--- src/verilog/ptb_defines.vh ---
`ifndef PTB_DEFINES_VH
`define PTB_DEFINES_VH

// Counter and value width
`define PTB_CNT_W 16
// Reset values
`define PTB_PERIOD_RST 16'hffff
`define PTB_CMP_RST 16'h0000
`define PTB_PHASE_RST 16'h0000
`define PTB_ZERO 16'h0000
// sync_shadow_load_select encodings
`define PTB_LD_ZERO 1'b0
`define PTB_LD_ZERO_SYNC 1'b1

`endif

--- src/verilog/ptb_timebase.v ---
// Contract
// - With phase loading enabled, each sync pulse copies phase_value into the counter.
// - Shadow period moves to active period when the counter reaches zero.
// - Phase above period lets the counter climb past period until full-width wrap.
// - Sync-load bit set makes sync a load point for period and compares.
// - With shadowing on, writes hit only the shadow, except in a load cycle; active waits for load.
`timescale 1ns/1ns
`default_nettype none
`include "ptb_defines.vh"

module ptb_timebase #(
  parameter W = `PTB_CNT_W
) (
  // Clock and reset
  input wire clk_sys,
  input wire rst_b,
  // Sync from the sync source, pin-level pulse
  input wire sync_input_pulse,
  // Configuration
  input wire phase_load_en,
  input wire shadow_en,
  input wire sync_shadow_load_select,
  input wire [W-1:0] phase_value,
  // Software writes
  input wire period_wr,
  input wire [W-1:0] period_wdata,
  input wire cmpa_wr,
  input wire [W-1:0] cmpa_wdata,
  input wire cmpb_wr,
  input wire [W-1:0] cmpb_wdata,
  // State
  output wire [W-1:0] timebase_counter,
  output wire [W-1:0] period_active,
  output wire [W-1:0] cmpa_active,
  output wire [W-1:0] cmpb_active,
  output wire [W-1:0] period_shadow,
  output wire shadow_load_pulse,
  output wire sync_seen,
  output wire ctr_zero
);

  reg sync_m_ff;
  reg sync_s_ff;
  reg sync_d_ff;
  reg [W-1:0] timebase_cnt_ff;
  reg [W-1:0] nxt_timebase_cnt;
  reg shadow_load_pulse_ff;
  reg sync_seen_ff;
  reg ctr_zero_ff;
  wire sync_evt;
  wire zero_evt;
  wire load_evt;
  wire [W-1:0] nxt_cnt;

  // Two-flop synchroniser; the edge detector only sees the second stage
  always @(posedge clk_sys) begin
    if (!rst_b) begin
      sync_m_ff <= 1'b0;
      sync_s_ff <= 1'b0;
      sync_d_ff <= 1'b0;
    end else begin
      sync_m_ff <= sync_input_pulse;
      sync_s_ff <= sync_m_ff;
      sync_d_ff <= sync_s_ff;
    end
  end

  assign sync_evt = sync_s_ff & ~sync_d_ff;

  // Up count, reset to zero at period; a counter above period just runs to wrap
  assign nxt_cnt = (timebase_counter == period_active) ? `PTB_ZERO :
                   timebase_counter + {{(W-1){1'b0}}, 1'b1};

  assign zero_evt = (timebase_counter == `PTB_ZERO);
  // Zero loads, and sync loads when sync_shadow_load_select is set; each later event loads again
  assign load_evt = zero_evt |
    (sync_evt & (sync_shadow_load_select == `PTB_LD_ZERO_SYNC));

  // Phase load takes priority over counting, even in the zero cycle
  always @* begin
    nxt_timebase_cnt = nxt_cnt;
    if (sync_evt && phase_load_en) begin
      nxt_timebase_cnt = phase_value;
    end
  end

  always @(posedge clk_sys) begin
    if (!rst_b) begin
      timebase_cnt_ff <= `PTB_ZERO;
    end else begin
      timebase_cnt_ff <= nxt_timebase_cnt;
    end
  end

  assign timebase_counter = timebase_cnt_ff;

  // One shadow/active pair per register; a shared load_evt keeps them in step
  ptb_shadow_reg #(
    .W(W),
    .RST_VAL(`PTB_PERIOD_RST)
  ) period_reg_u (
    .clk_sys(clk_sys),
    .rst_b(rst_b),
    .shadow_en(shadow_en),
    .load_evt(load_evt),
    .wr(period_wr),
    .wdata(period_wdata),
    .shadow_val(period_shadow),
    .active_val(period_active)
  );

  ptb_shadow_reg #(
    .W(W),
    .RST_VAL(`PTB_CMP_RST)
  ) cmpa_reg_u (
    .clk_sys(clk_sys),
    .rst_b(rst_b),
    .shadow_en(shadow_en),
    .load_evt(load_evt),
    .wr(cmpa_wr),
    .wdata(cmpa_wdata),
    .shadow_val(),
    .active_val(cmpa_active)
  );

  ptb_shadow_reg #(
    .W(W),
    .RST_VAL(`PTB_CMP_RST)
  ) cmpb_reg_u (
    .clk_sys(clk_sys),
    .rst_b(rst_b),
    .shadow_en(shadow_en),
    .load_evt(load_evt),
    .wr(cmpb_wr),
    .wdata(cmpb_wdata),
    .shadow_val(),
    .active_val(cmpb_active)
  );

  // Marks the cycle after a shadow transfer, for software to resync its writes
  always @(posedge clk_sys) begin
    if (!rst_b) begin
      shadow_load_pulse_ff <= 1'b0;
    end else begin
      shadow_load_pulse_ff <= shadow_en & load_evt;
    end
  end

  always @(posedge clk_sys) begin
    if (!rst_b) begin
      sync_seen_ff <= 1'b0;
      ctr_zero_ff <= 1'b0;
    end else begin
      sync_seen_ff <= sync_evt;
      ctr_zero_ff <= zero_evt;
    end
  end

  assign shadow_load_pulse = shadow_load_pulse_ff;
  assign sync_seen = sync_seen_ff;
  assign ctr_zero = ctr_zero_ff;

endmodule

// One shadowed register: software writes the shadow, hardware moves it to active
module ptb_shadow_reg #(
  parameter W = `PTB_CNT_W,
  parameter [W-1:0] RST_VAL = `PTB_PERIOD_RST
) (
  // Clock and reset
  input wire clk_sys,
  input wire rst_b,
  // Mode and load event
  input wire shadow_en,
  input wire load_evt,
  // Software write
  input wire wr,
  input wire [W-1:0] wdata,
  // Register contents
  output wire [W-1:0] shadow_val,
  output wire [W-1:0] active_val
);

  reg [W-1:0] shadow_ff;
  reg [W-1:0] active_ff;
  reg [W-1:0] nxt_shadow;
  reg [W-1:0] nxt_active;

  // Shadow always follows the last write, in either mode
  always @* begin
    nxt_shadow = shadow_ff;
    if (wr) begin
      nxt_shadow = wdata;
    end
  end

  // Direct mode writes through; shadow mode moves only at a load event.
  // A write in the load cycle goes straight to active so it is not lost.
  always @* begin
    nxt_active = active_ff;
    if (!shadow_en) begin
      if (wr) begin
        nxt_active = wdata;
      end
    end else if (load_evt) begin
      nxt_active = wr ? wdata : shadow_ff;
    end
  end

  always @(posedge clk_sys) begin
    if (!rst_b) begin
      shadow_ff <= RST_VAL;
      active_ff <= RST_VAL;
    end else begin
      shadow_ff <= nxt_shadow;
      active_ff <= nxt_active;
    end
  end

  assign shadow_val = shadow_ff;
  assign active_val = active_ff;

endmodule
`default_nettype wire

--- config.mk ---
export PLATFORM = sky130hd
export DESIGN_NAME = ptb_timebase
export DESIGN_NICKNAME = d
export VERILOG_FILES = /design/src/verilog/ptb_timebase.v
export VERILOG_INCLUDE_DIRS = /design/src /design/src/verilog
export SDC_FILE = /design/constraint.sdc
export NUM_CORES = 1
export LEC_CHECK = 0
export BUFFER_PORTS_ARGS = -buffer_cell sky130_fd_sc_hd__buf_4
export CAP_MARGIN = 10
export CORE_MARGIN = 2
export CORE_UTILIZATION = 44
export CTS_CLUSTER_DIAMETER = 80
export CTS_CLUSTER_SIZE = 30
export DETAILED_ROUTE_END_ITERATION = 8
export PLACE_DENSITY = 0.7
export SLEW_MARGIN = 20
export SYNTH_ARGS = -nofsm -noshare
export SYNTH_HDL_FRONTEND = slang
export SYNTH_HIERARCHICAL = 1
export SYNTH_SLANG_ARGS = --single-unit
--- constraint.sdc ---
create_clock -name clk_sys -period 3.35 [get_ports clk_sys]
set_input_delay 0.335 -clock clk_sys [delete_from_list [all_inputs] [get_ports clk_sys]]
set_output_delay 0.335 -clock clk_sys [all_outputs]
set_load 0.005 [all_outputs]
==> results of run 1 <==
-- final timing paths --
path | cells past startpoint | slack (ns) | to
worst max register to register | 9 | 0.84 | cmpa_reg_u/active_val[0]
worst min-delay path | 2 | 0.15 | sync_m_ff
worst min register to register | 1 | 0.44 | sync_s_ff
worst max-delay path | 9 | 0.84 | cmpa_reg_u/active_val[0]
-- where the power goes --
| group | internal (mW) | switching, mW |
|---|---|---|
| combinational | 0.317 | 0.272 |
| sequential | 1.52 | 0.0916 |
| clock | 1.11 | 0.579 |
| total | 2.95 | 0.943 |
-- metrics by stage --
step	total power [mW]	setup WS (ns)	util	hold slack [ns]	instance area, sq um
2_1_floorplan	1.94	1.33	-	0.412	5160
3_3_place_gp	2.21	0.963	0.550	0.418	6280
3_5_place_dp	2.22	0.863	0.550	0.433	6280
4_1_cts	3.93	0.822	0.599	0.126	6840
5_1_grt	4.05	0.583	0.599	0.138	6840
6_report	3.89	0.839	0.599	0.146	6840
-- per-layer routing --
layer	up-vias	part of all wire	GRT usage
met5	-	0	0
li1	2163	-	-
met2	149	0.48	0.347
met3	14	0.077	0.0697
met1	2147	0.43	0.284
met4	0	0.010	0.101
-- flip-flops by register name (all words and copies together) (netlist names) --
signal / count
cmpa_reg_u/active_val: 16
cmpa_reg_u/shadow_val: 16
cmpb_reg_u/active_val: 16
cmpb_reg_u/shadow_val: 16
period_reg_u/active_val: 16
period_reg_u/shadow_val: 16
timebase_counter: 16
ctr_zero: 1
shadow_load_pulse: 1
sync_d_ff: 1
sync_m_ff: 1
sync_s_ff: 1
sync_seen: 1
-- synth_stat cells, drive strengths merged (5+ instances only) --
| cell | number |
|---|---|
| clkbuf | 12 |
| xnor2 | 26 |
| a21oi | 8 |
| nor4 | 7 |
| or3 | 8 |
| a221o | 24 |
| nor2 | 30 |
| nor2b | 31 |
| nand2 | 97 |
| nand3 | 13 |
| buf | 25 |
| and2 | 5 |
| mux2i | 47 |
| dfxtp | 118 |
| o2111ai | 15 |
| nand4 | 9 |
| o31ai | 7 |
-- cell families after synthesis --
logic type,count (synthesis),share of synthesized area
and+or+nand+nor,219,0.213
DFF,118,0.458
AOI/OAI and AO/OA,73,0.126
muxes,49,0.0977
buffers and inverters,42,0.0502
xor gates and xnor gates,30,0.0509
adders and majority gates,2,0.00485
-- area by class of cell --
type                       instances  share of cell area
timing repair buffer             158               0.173
multi-input combinational        373               0.371
clock buffer                      28              0.0755
tap                              143              0.0262
clock inverter                     3             0.00585
sequential                       118               0.345
inverter                           5             0.00274
==> out/results.ini, run 1 <==
[die]
start_util = 0.452
design.core.area_sq_mm = 0.0114
fp-row-count = 39
die-area_sq_mm = 0.0126
fp.dieW_um = 112
design.portCount = 156
floorplan.die.height_um = 112

[sta]
timing.fmax_ghz = 0.398
finClkSkew_ns = 0.00881
max_slew_margin = 0.395
hold_viol_final = 0
worst_margin_slew_ns = 0.890
rsz0062_at_grt = false
final.min_clock_period_ns = 2.51
layout_worst_path_cycle_share = 0.750
setup-tns-final_ns = 0
slew_viol_final = 0
setup-violations-final = 0

[clocking]
cts.repair.resized = 0
ctsHoldBuffers = 0
clk_root_buffer_cell = sky130_fd_sc_hd__clkbuf_16
clkTransAtPathRegs_ns = 0.05
numCtsBuffers = 17
clkSinkCount = 118
clock_tree.buffer_depth = 2
clock_tree_from_tritoncts = yes
insertion_delay_ns = 0.40
clock_tree.htree_level_count = 4
post-cts-setup-buffers = 0

[logic_synthesis]
async_flop_share = 0
postSynth.topFlopCell = sky130_fd_sc_hd__dfxtp_1
synth-seq-area-share = 0.458
synth.cell_area_sq_mm = 0.00516
synth.area.top_cells = sky130_fd_sc_hd__dfxtp_1 46%, sky130_fd_sc_hd__mux2i_1 8.9%, sky130_fd_sc_hd__nand2_1 7.1%, sky130_fd_sc_hd__xnor2_1 4.4%, sky130_fd_sc_hd__a221o_1 3.9%
synthesis.area_per_instance_sq_um = 9.68
yosysTopAreaCellShare = 0.458
postSynthNetCount = 608
synth.ff_latch_count = 118
synth-warning-count = 6
postSynthCellCount = 533
synth-edff-count = 0
netlist.top_cell.by_area = sky130_fd_sc_hd__dfxtp_1
synthDistinctLibCells = 49

[route]
drt_wl_total_um = 13900
first_iter_violations = 213
wl_per_cell_um = 16.8
drtAntennaViolNets = 0
vias_per_cell = 5.40
remaining_drc_errors = 0
firstDrtPassIters = 5
num_vias = 4473

[placement]
place.detailed.instances = 797
dp.final_hpwl_um = 9650
gpl.final_weighted_congestion = 0.962
portBuffers = 155

[layout]
antenna_cells = 0
ff_latch_area_sq_mm = 0.00236
footprint_of_the_multi_input_gates_sq_mm = 0.00254
layout_commonest_cell = sky130_fd_sc_hd__buf_4
nFillCells = 994
leading_cell_types_in_the_layout_fill_and_taps_excluded = 158 x sky130_fd_sc_hd__buf_4, 118 x sky130_fd_sc_hd__dfxtp_1, 97 x sky130_fd_sc_hd__nand2_1
area_growth_syn_to_layout_pct = 32.6
num-nets-final = 748
drive_gt1_frac = 0.299
fin_cells = 828

[power]
total_leakage_power_nw = 2.98
powerDensity_mw_per_mm2 = 568
irDropWorstVdd_mv = 0.291

[setup_path]
cp.arrival_ns = 2.85
timing.critical_path.max_delay_family = simple AND/OR/NAND/NOR gates
worst_path_largest_cell_delay_ns = 0.73
worst_r2r_startpoint = timebase_counter[0]
crit_top_cell = sky130_fd_sc_hd__nand2_1
timing.critical_path.from = timebase_counter[0]
path_class = flip-flop to flip-flop
buffers_and_inverters_on_the_worst_path = 2
end_kind = flip-flop
crit_chain = inv_1, ha_1, nor4b_1, nand4_1, nand2_1, buf_4, nand2_1, nor3b_2, a221o_2
worstPathRequired_ns = 3.69
start_kind = flip-flop
path_max_fanout = 13
worst_path_max_delay_cell = sky130_fd_sc_hd__nor3b_2

[hold_path]
hold_path.class = input port to flip-flop
holdCritStartpoint = sync_input_pulse

[global_route]
sum_of_overflow_across_all_layers_after_global_routing = 0
grt_max_degree = 69
grt.total_usage = 0.223
grt_pass1_wl_um = 22500
number_of_antenna_violations_at_the_first_check_in_global_routing = 0
vias_in_the_first_global_route = 4421

[status]
status = finished clean

[run]
maxCapViolCount = 0

(Power assumes the default switching activity.)
==> run 2, diff against run 1 <==
- ABC_AREA: not set -> 1
- PLACE_DENSITY: 0.7 -> 0.69
- clock period: 3.35 -> 2.5 ns (I/O delays scaled with it)
==> run 2 against run 1 <==
  * Total power is 36% higher
  * First-iteration DRC count is 91% higher
  * Global-route usage is 0.46 points higher
  * Combinational power is 40% higher
  * Synthesized area is 13% higher
  * Cell area is 10% higher
  * Critical endpoint is now cmpb_reg_u/active_val[13]
  * Highest routed layer unchanged
==> out/results.ini, run 2 <==
[die]
design.core.area_sq_mm = 0.0131
design.portCount = 156
fp-row-count = 42
die-area_sq_mm = 0.0142
floorplan.die.height_um = 119
fp.dieW_um = 119
start_util = 0.446

[sta]
timing.fmax_ghz = 0.514
slew_viol_final = 0
layout_worst_path_cycle_share = 0.779
finClkSkew_ns = 0.00508
setup-violations-final = 0
hold_viol_final = 0
worst_margin_slew_ns = 0.650
hold-worst-slack_ns = 0.0195
final.min_clock_period_ns = 1.95
rsz0062_at_grt = false
setup-tns-final_ns = 0
max_slew_margin = 0.564
setup_slack_ns = 0.553

[global_route]
grt_pass1_wl_um = 26100
grt.total_usage = 0.227
grt_max_degree = 35
sum_of_overflow_across_all_layers_after_global_routing = 0
vias_in_the_first_global_route = 5427
number_of_antenna_violations_at_the_first_check_in_global_routing = 0

[placement]
place.detailed.instances = 1159
portBuffers = 155
gpl.final_weighted_congestion = 0.858
dpl_cell_area_sq_mm = 0.00695
preCtsSetupSlack_ns = 0.559
dp.final_hpwl_um = 10800

[logic_synthesis]
synth.cell_area_sq_mm = 0.00584
async_flop_share = 0
synth-seq-area-share = 0.405
synth-edff-count = 0
synth.most_common_cell = sky130_fd_sc_hd__nand2_1
yosysTopAreaCellShare = 0.405
post_synth_most_frequent_cells = 337 x sky130_fd_sc_hd__nand2_1, 128 x sky130_fd_sc_hd__nand3_1, 118 x sky130_fd_sc_hd__dfxtp_1
synth.ff_latch_count = 118
postSynthNetCount = 937
postSynthCellCount = 862
netlist.top_cell.by_area = sky130_fd_sc_hd__dfxtp_1
synth.area.top_cells = sky130_fd_sc_hd__dfxtp_1 40%, sky130_fd_sc_hd__nand2_1 22%, sky130_fd_sc_hd__nand3_1 11%, sky130_fd_sc_hd__nor2_1 5.1%, sky130_fd_sc_hd__a21oi_2 4.7%
postSynth.topFlopCell = sky130_fd_sc_hd__dfxtp_1
synthDistinctLibCells = 26
synthesis.area_per_instance_sq_um = 6.77
synth-warning-count = 6

[route]
wl_per_cell_um = 13.1
first_iter_violations = 407
drt_wl_total_um = 15600
num_vias = 5827
firstDrtPassIters = 5
drtAntennaViolNets = 0
vias_per_cell = 4.90
remaining_drc_errors = 0

[clocking]
ctsHoldBuffers = 0
clock_tree.htree_level_count = 4
clock_tree_from_tritoncts = yes
clkTransAtPathRegs_ns = 0.05
clk_root_buffer_cell = sky130_fd_sc_hd__clkbuf_16
clkSinkCount = 118
insertion_delay_ns = 0.41
numCtsBuffers = 17
cts.repair.resized = 0
post-cts-setup-buffers = 0
clock_tree.buffer_depth = 2

[run]
maxCapViolCount = 0

[setup_path]
path_max_fanout = 19
cp.arrival_ns = 2.23
worstPathRequired_ns = 2.78
start_kind = flip-flop
end_kind = flip-flop
path_class = flip-flop to flip-flop

[layout]
num-nets-final = 1077
finalInstanceArea_sq_mm = 0.00753
antenna_cells = 0
drive_gt1_frac = 0.262
postLayoutCoreUtil = 0.575
layout_commonest_cell = sky130_fd_sc_hd__nand2_1
fin_cells = 1190
leading_cell_types_in_the_layout_fill_and_taps_excluded = 337 x sky130_fd_sc_hd__nand2_1, 160 x sky130_fd_sc_hd__buf_4, 128 x sky130_fd_sc_hd__nand3_1
area_growth_syn_to_layout_pct = 28.9

[power]
irDropWorstVdd_mv = 0.437
total_leakage_power_nw = 3.78
powerDensity_mw_per_mm2 = 702
post-layout-total-power_mw = 5.28

[status]
status = finished clean

[hold_path]
hold_path.class = input port to flip-flop

run 2: cells by family after synthesis:
kind of cell	Yosys count	share of synthesized area
compound gates	47	0.0602
xor+xnor	6	0.00900
fa+ha+maj	2	0.00429
buf+inv	106	0.0967
flops	118	0.405
simple gates	583	0.425
run 2: critical path, cell delays in order, from the launching register on:
cell                      delay [ns]
sky130_fd_sc_hd__dfxtp_1        0.37
sky130_fd_sc_hd__inv_1          0.13
sky130_fd_sc_hd__nand3_1        0.08
sky130_fd_sc_hd__nor3_1         0.22
sky130_fd_sc_hd__nand4_1        0.17
sky130_fd_sc_hd__nand2_1        0.22
sky130_fd_sc_hd__nand2_1        0.11
sky130_fd_sc_hd__buf_4          0.23
sky130_fd_sc_hd__nand3_1        0.10
sky130_fd_sc_hd__nand2_1        0.06
sky130_fd_sc_hd__nor2_1         0.09
sky130_fd_sc_hd__nor2_1         0.04
run 2: final cells by class:
type / instances / area, sq um
timing repair buffer: 160 / 1200
fill: 1307 / 5560
multi-input combinational: 638 / 2910
sequential: 118 / 2360
clock buffer: 25 / 505
tap: 176 / 220
inverter: 67 / 259
clock inverter: 6 / 67.6
run 2: path summary, 6_finish.rpt:
kind / depth (start not counted) / start / slack [ns] / to
min reg2reg: 2 / sync_m_ff / 0.41 / sync_s_ff
max reg2reg: 11 / timebase_counter[13] / 0.55 / cmpb_reg_u/active_val[13]
max: 11 / timebase_counter[13] / 0.55 / cmpb_reg_u/active_val[13]
min: 3 / sync_input_pulse / 0.02 / sync_m_ff
run 2: power breakdown:
part           internal, mW  total (mW)  switching [mW]
Combinational         0.372       0.824           0.452
Sequential             2.02        2.13           0.110
Clock                  1.49        2.33           0.834
Total                  3.89        5.28            1.40
run 2: layer usage:
layer | share of wire | wire length, um | vias to the layer above | track usage
met5 | 0 | 0 | - | 0
li1 | - | - | 3002 | -
met1 | 0.46 | 7140 | 2644 | 0.292
met4 | 0.0095 | 148 | 0 | 0.0670
met3 | 0.059 | 925 | 13 | 0.0551
met2 | 0.47 | 7400 | 168 | 0.378
==> run 3, diff against run 2 <==
- ABC_AREA: 1 -> 0
- PLACE_DENSITY: 0.69 -> 0.7
- clock period: 2.5 -> 1.9 ns (I/O delays scaled with it)
==> run 3 against run 2 <==
  * The run now ends with setup timing left
  * Clock skew grew 0.0014 ns
  * Critical path depth down 2
  * Via count decreased by 20%
  * Register-to-register slack worse by 0.60 ns
  * Sequential power is 32% higher
  * Largest cell class unchanged
  * Worst setup slack worse by 0.60 ns
  * Sequential cell count unchanged
  * Total power grew 35%
==> out/results.ini, run 3 (synthesized netlist as in run 1, its figures left out) <==
[status]
status = finished, violations left
violated_checks = setup timing

[route]
drt_wl_total_um = 15000
firstDrtPassIters = 5
remaining_drc_errors = 0
wl_per_cell_um = 17.2
vias_per_cell = 5.35
drtAntennaViolNets = 0
first_iter_violations = 310
num_vias = 4673

[sta]
max_slew_margin = 0.590
hold_viol_final = 0
setup_slack_ns = -0.0479
finClkSkew_ns = 0.00647
setup-violations-final = 28
hold-worst-slack_ns = 0.00910
worst_margin_slew_ns = 0.615
final.min_clock_period_ns = 1.95
slew_viol_final = 0
timing.fmax_ghz = 0.513
rsz0062_at_grt = true
layout_worst_path_cycle_share = 1.03

[power]
total_switching_power_mw = 1.81
fraction_of_power_consumed_by_sequential_logic = 0.396
powerDensity_mw_per_mm2 = 962
combinational_power_share = 0.186
total_leakage_power_nw = 3.29
internal_power_mw = 5.32
swShare = 0.254
irDropWorstVdd_mv = 0.505
power.clock.fraction = 0.418

[clocking]
insertion_delay_ns = 0.41
clock_tree.htree_level_count = 4
clock_tree.buffer_depth = 2
clock_tree_from_tritoncts = yes
numCtsBuffers = 17
clk_root_buffer_cell = sky130_fd_sc_hd__clkbuf_16
clkTransAtPathRegs_ns = 0.05
clkSinkCount = 118

[layout]
antenna_cells = 0
fin_cells = 874
layout_commonest_cell = sky130_fd_sc_hd__buf_4
finalInstanceArea_sq_mm = 0.00741
area_growth_syn_to_layout_pct = 43.7
num-nets-final = 795
leading_cell_types_in_the_layout_fill_and_taps_excluded = 188 x sky130_fd_sc_hd__buf_4, 115 x sky130_fd_sc_hd__dfxtp_1, 93 x sky130_fd_sc_hd__nand2_1
drive_gt1_frac = 0.365
postLayoutCoreUtil = 0.649

[global_route]
grt.total_usage = 0.241
grt_pass1_wl_um = 24000
number_of_antenna_violations_at_the_first_check_in_global_routing = 0
sum_of_overflow_across_all_layers_after_global_routing = 0
vias_in_the_first_global_route = 4636
grt_max_degree = 33

[setup_path]
worstPathRequired_ns = 2.20
worst_r2r_startpoint = timebase_counter[14]
start_kind = flip-flop
path_max_fanout = 5
ff2ff_path_depth = 9
path_class = flip-flop to flip-flop
cp.arrival_ns = 2.25
worst_r2r_endpoint = cmpa_reg_u/active_val[9]
reg2reg_setup_slack_ns = -0.05
end_kind = flip-flop

[hold_path]
hold_path.class = input port to flip-flop
worst_hold_path.num_cells = 3
holdCritStartpoint = phase_value[12]
worst_hold_path.endpoint = timebase_counter[12]

[die]
fp.dieW_um = 112
design.core.area_sq_mm = 0.0114
die-area_sq_mm = 0.0126
fp-row-count = 39
floorplan.die.height_um = 112
design.portCount = 156
start_util = 0.452

[placement]
dp.final_hpwl_um = 10200
dpl_cell_area_sq_mm = 0.00652
portBuffers = 155
place.detailed.instances = 824
gpl.final_weighted_congestion = 0.943

[run]
maxCapViolCount = 0

run 3: power by group through the flow:
stage | Combinational (mW) | Clock [mW] | Sequential (mW)
final | 1.33 | 2.98 | 2.82
after detailed placement | 1.12 | 0 | 2.87
after floorplan | 0.582 | 0 | 2.85
after global placement | 1.10 | 0 | 2.86
after global routing | 1.44 | 3.16 | 2.84
after CTS | 1.31 | 3.03 | 2.82
run 3: worst max-delay path by stage:
stage	from	to	slack, ns	depth (start not counted)
final	timebase_counter[14]	cmpa_reg_u/active_val[9]	-0.05	9
after global routing	timebase_counter[14]	cmpa_reg_u/active_val[3]	-0.16	9
after CTS	timebase_counter[14]	cmpb_reg_u/active_val[2]	-0.01	9
after detailed placement	timebase_counter[4]	cmpb_reg_u/active_val[11]	-0.12	8
after global placement	timebase_counter[4]	cmpa_reg_u/active_val[6]	-0.02	8
after floorplan	timebase_counter[0]	cmpa_reg_u/active_val[10]	0.02	9
run 3: area by class of cell:
type                    count  area (sq um)
fillers                   960          4000
multi-input cells         378          2700
flip-flops and latches    118          2370
repair buffers            200          1590
clock buffers              21           480
well taps                 143           179
clock inverters             9          77.6
inverters                   5          18.8
run 3: stage by stage:
step / power [mW] / worst slack [ns] / TNS [ns]
final: 7.14 / -0.0479 / -0.478
after global routing: 7.44 / -0.159 / -5.50
after detailed placement: 3.99 / -0.120 / -3.63
after global placement: 3.96 / -0.0171 / -0.290
after floorplan: 3.43 / 0.0230 / 0
after CTS: 7.15 / -0.0133 / -0.100
run 3: what timing repair did:
item	CTS	global route
gates resized for setup	30	2
buffers inserted	7	2
setup endpoints to repair	46	48
hold buffers	3	0
cloned	8	0
hold endpoints to repair	3	0
pin swaps	7	7
run 3: critical path, stage by stage (launching register included):
cell and delay [ns]:
sky130_fd_sc_hd__dfxtp_2 0.33, sky130_fd_sc_hd__nor4_4 0.29, sky130_fd_sc_hd__buf_4 0.15, sky130_fd_sc_hd__nand4_1 0.17, sky130_fd_sc_hd__nand2_4 0.14, sky130_fd_sc_hd__buf_8 0.14, sky130_fd_sc_hd__nand2_8 0.07, sky130_fd_sc_hd__buf_4 0.15
sky130_fd_sc_hd__o32a_1 0.28, sky130_fd_sc_hd__o211a_1 0.12
run 3: routing by layer:
| metal | track usage | vias up | routed length (um) |
|---|---|---|---|
| met1 | 0.307 | 2199 | 6370 |
| met5 | 0 | - | 0 |
| met2 | 0.396 | 182 | 7270 |
| met3 | 0.0751 | 18 | 1110 |
| met4 | 0.0691 | 0 | 232 |
| li1 | - | 2274 | - |
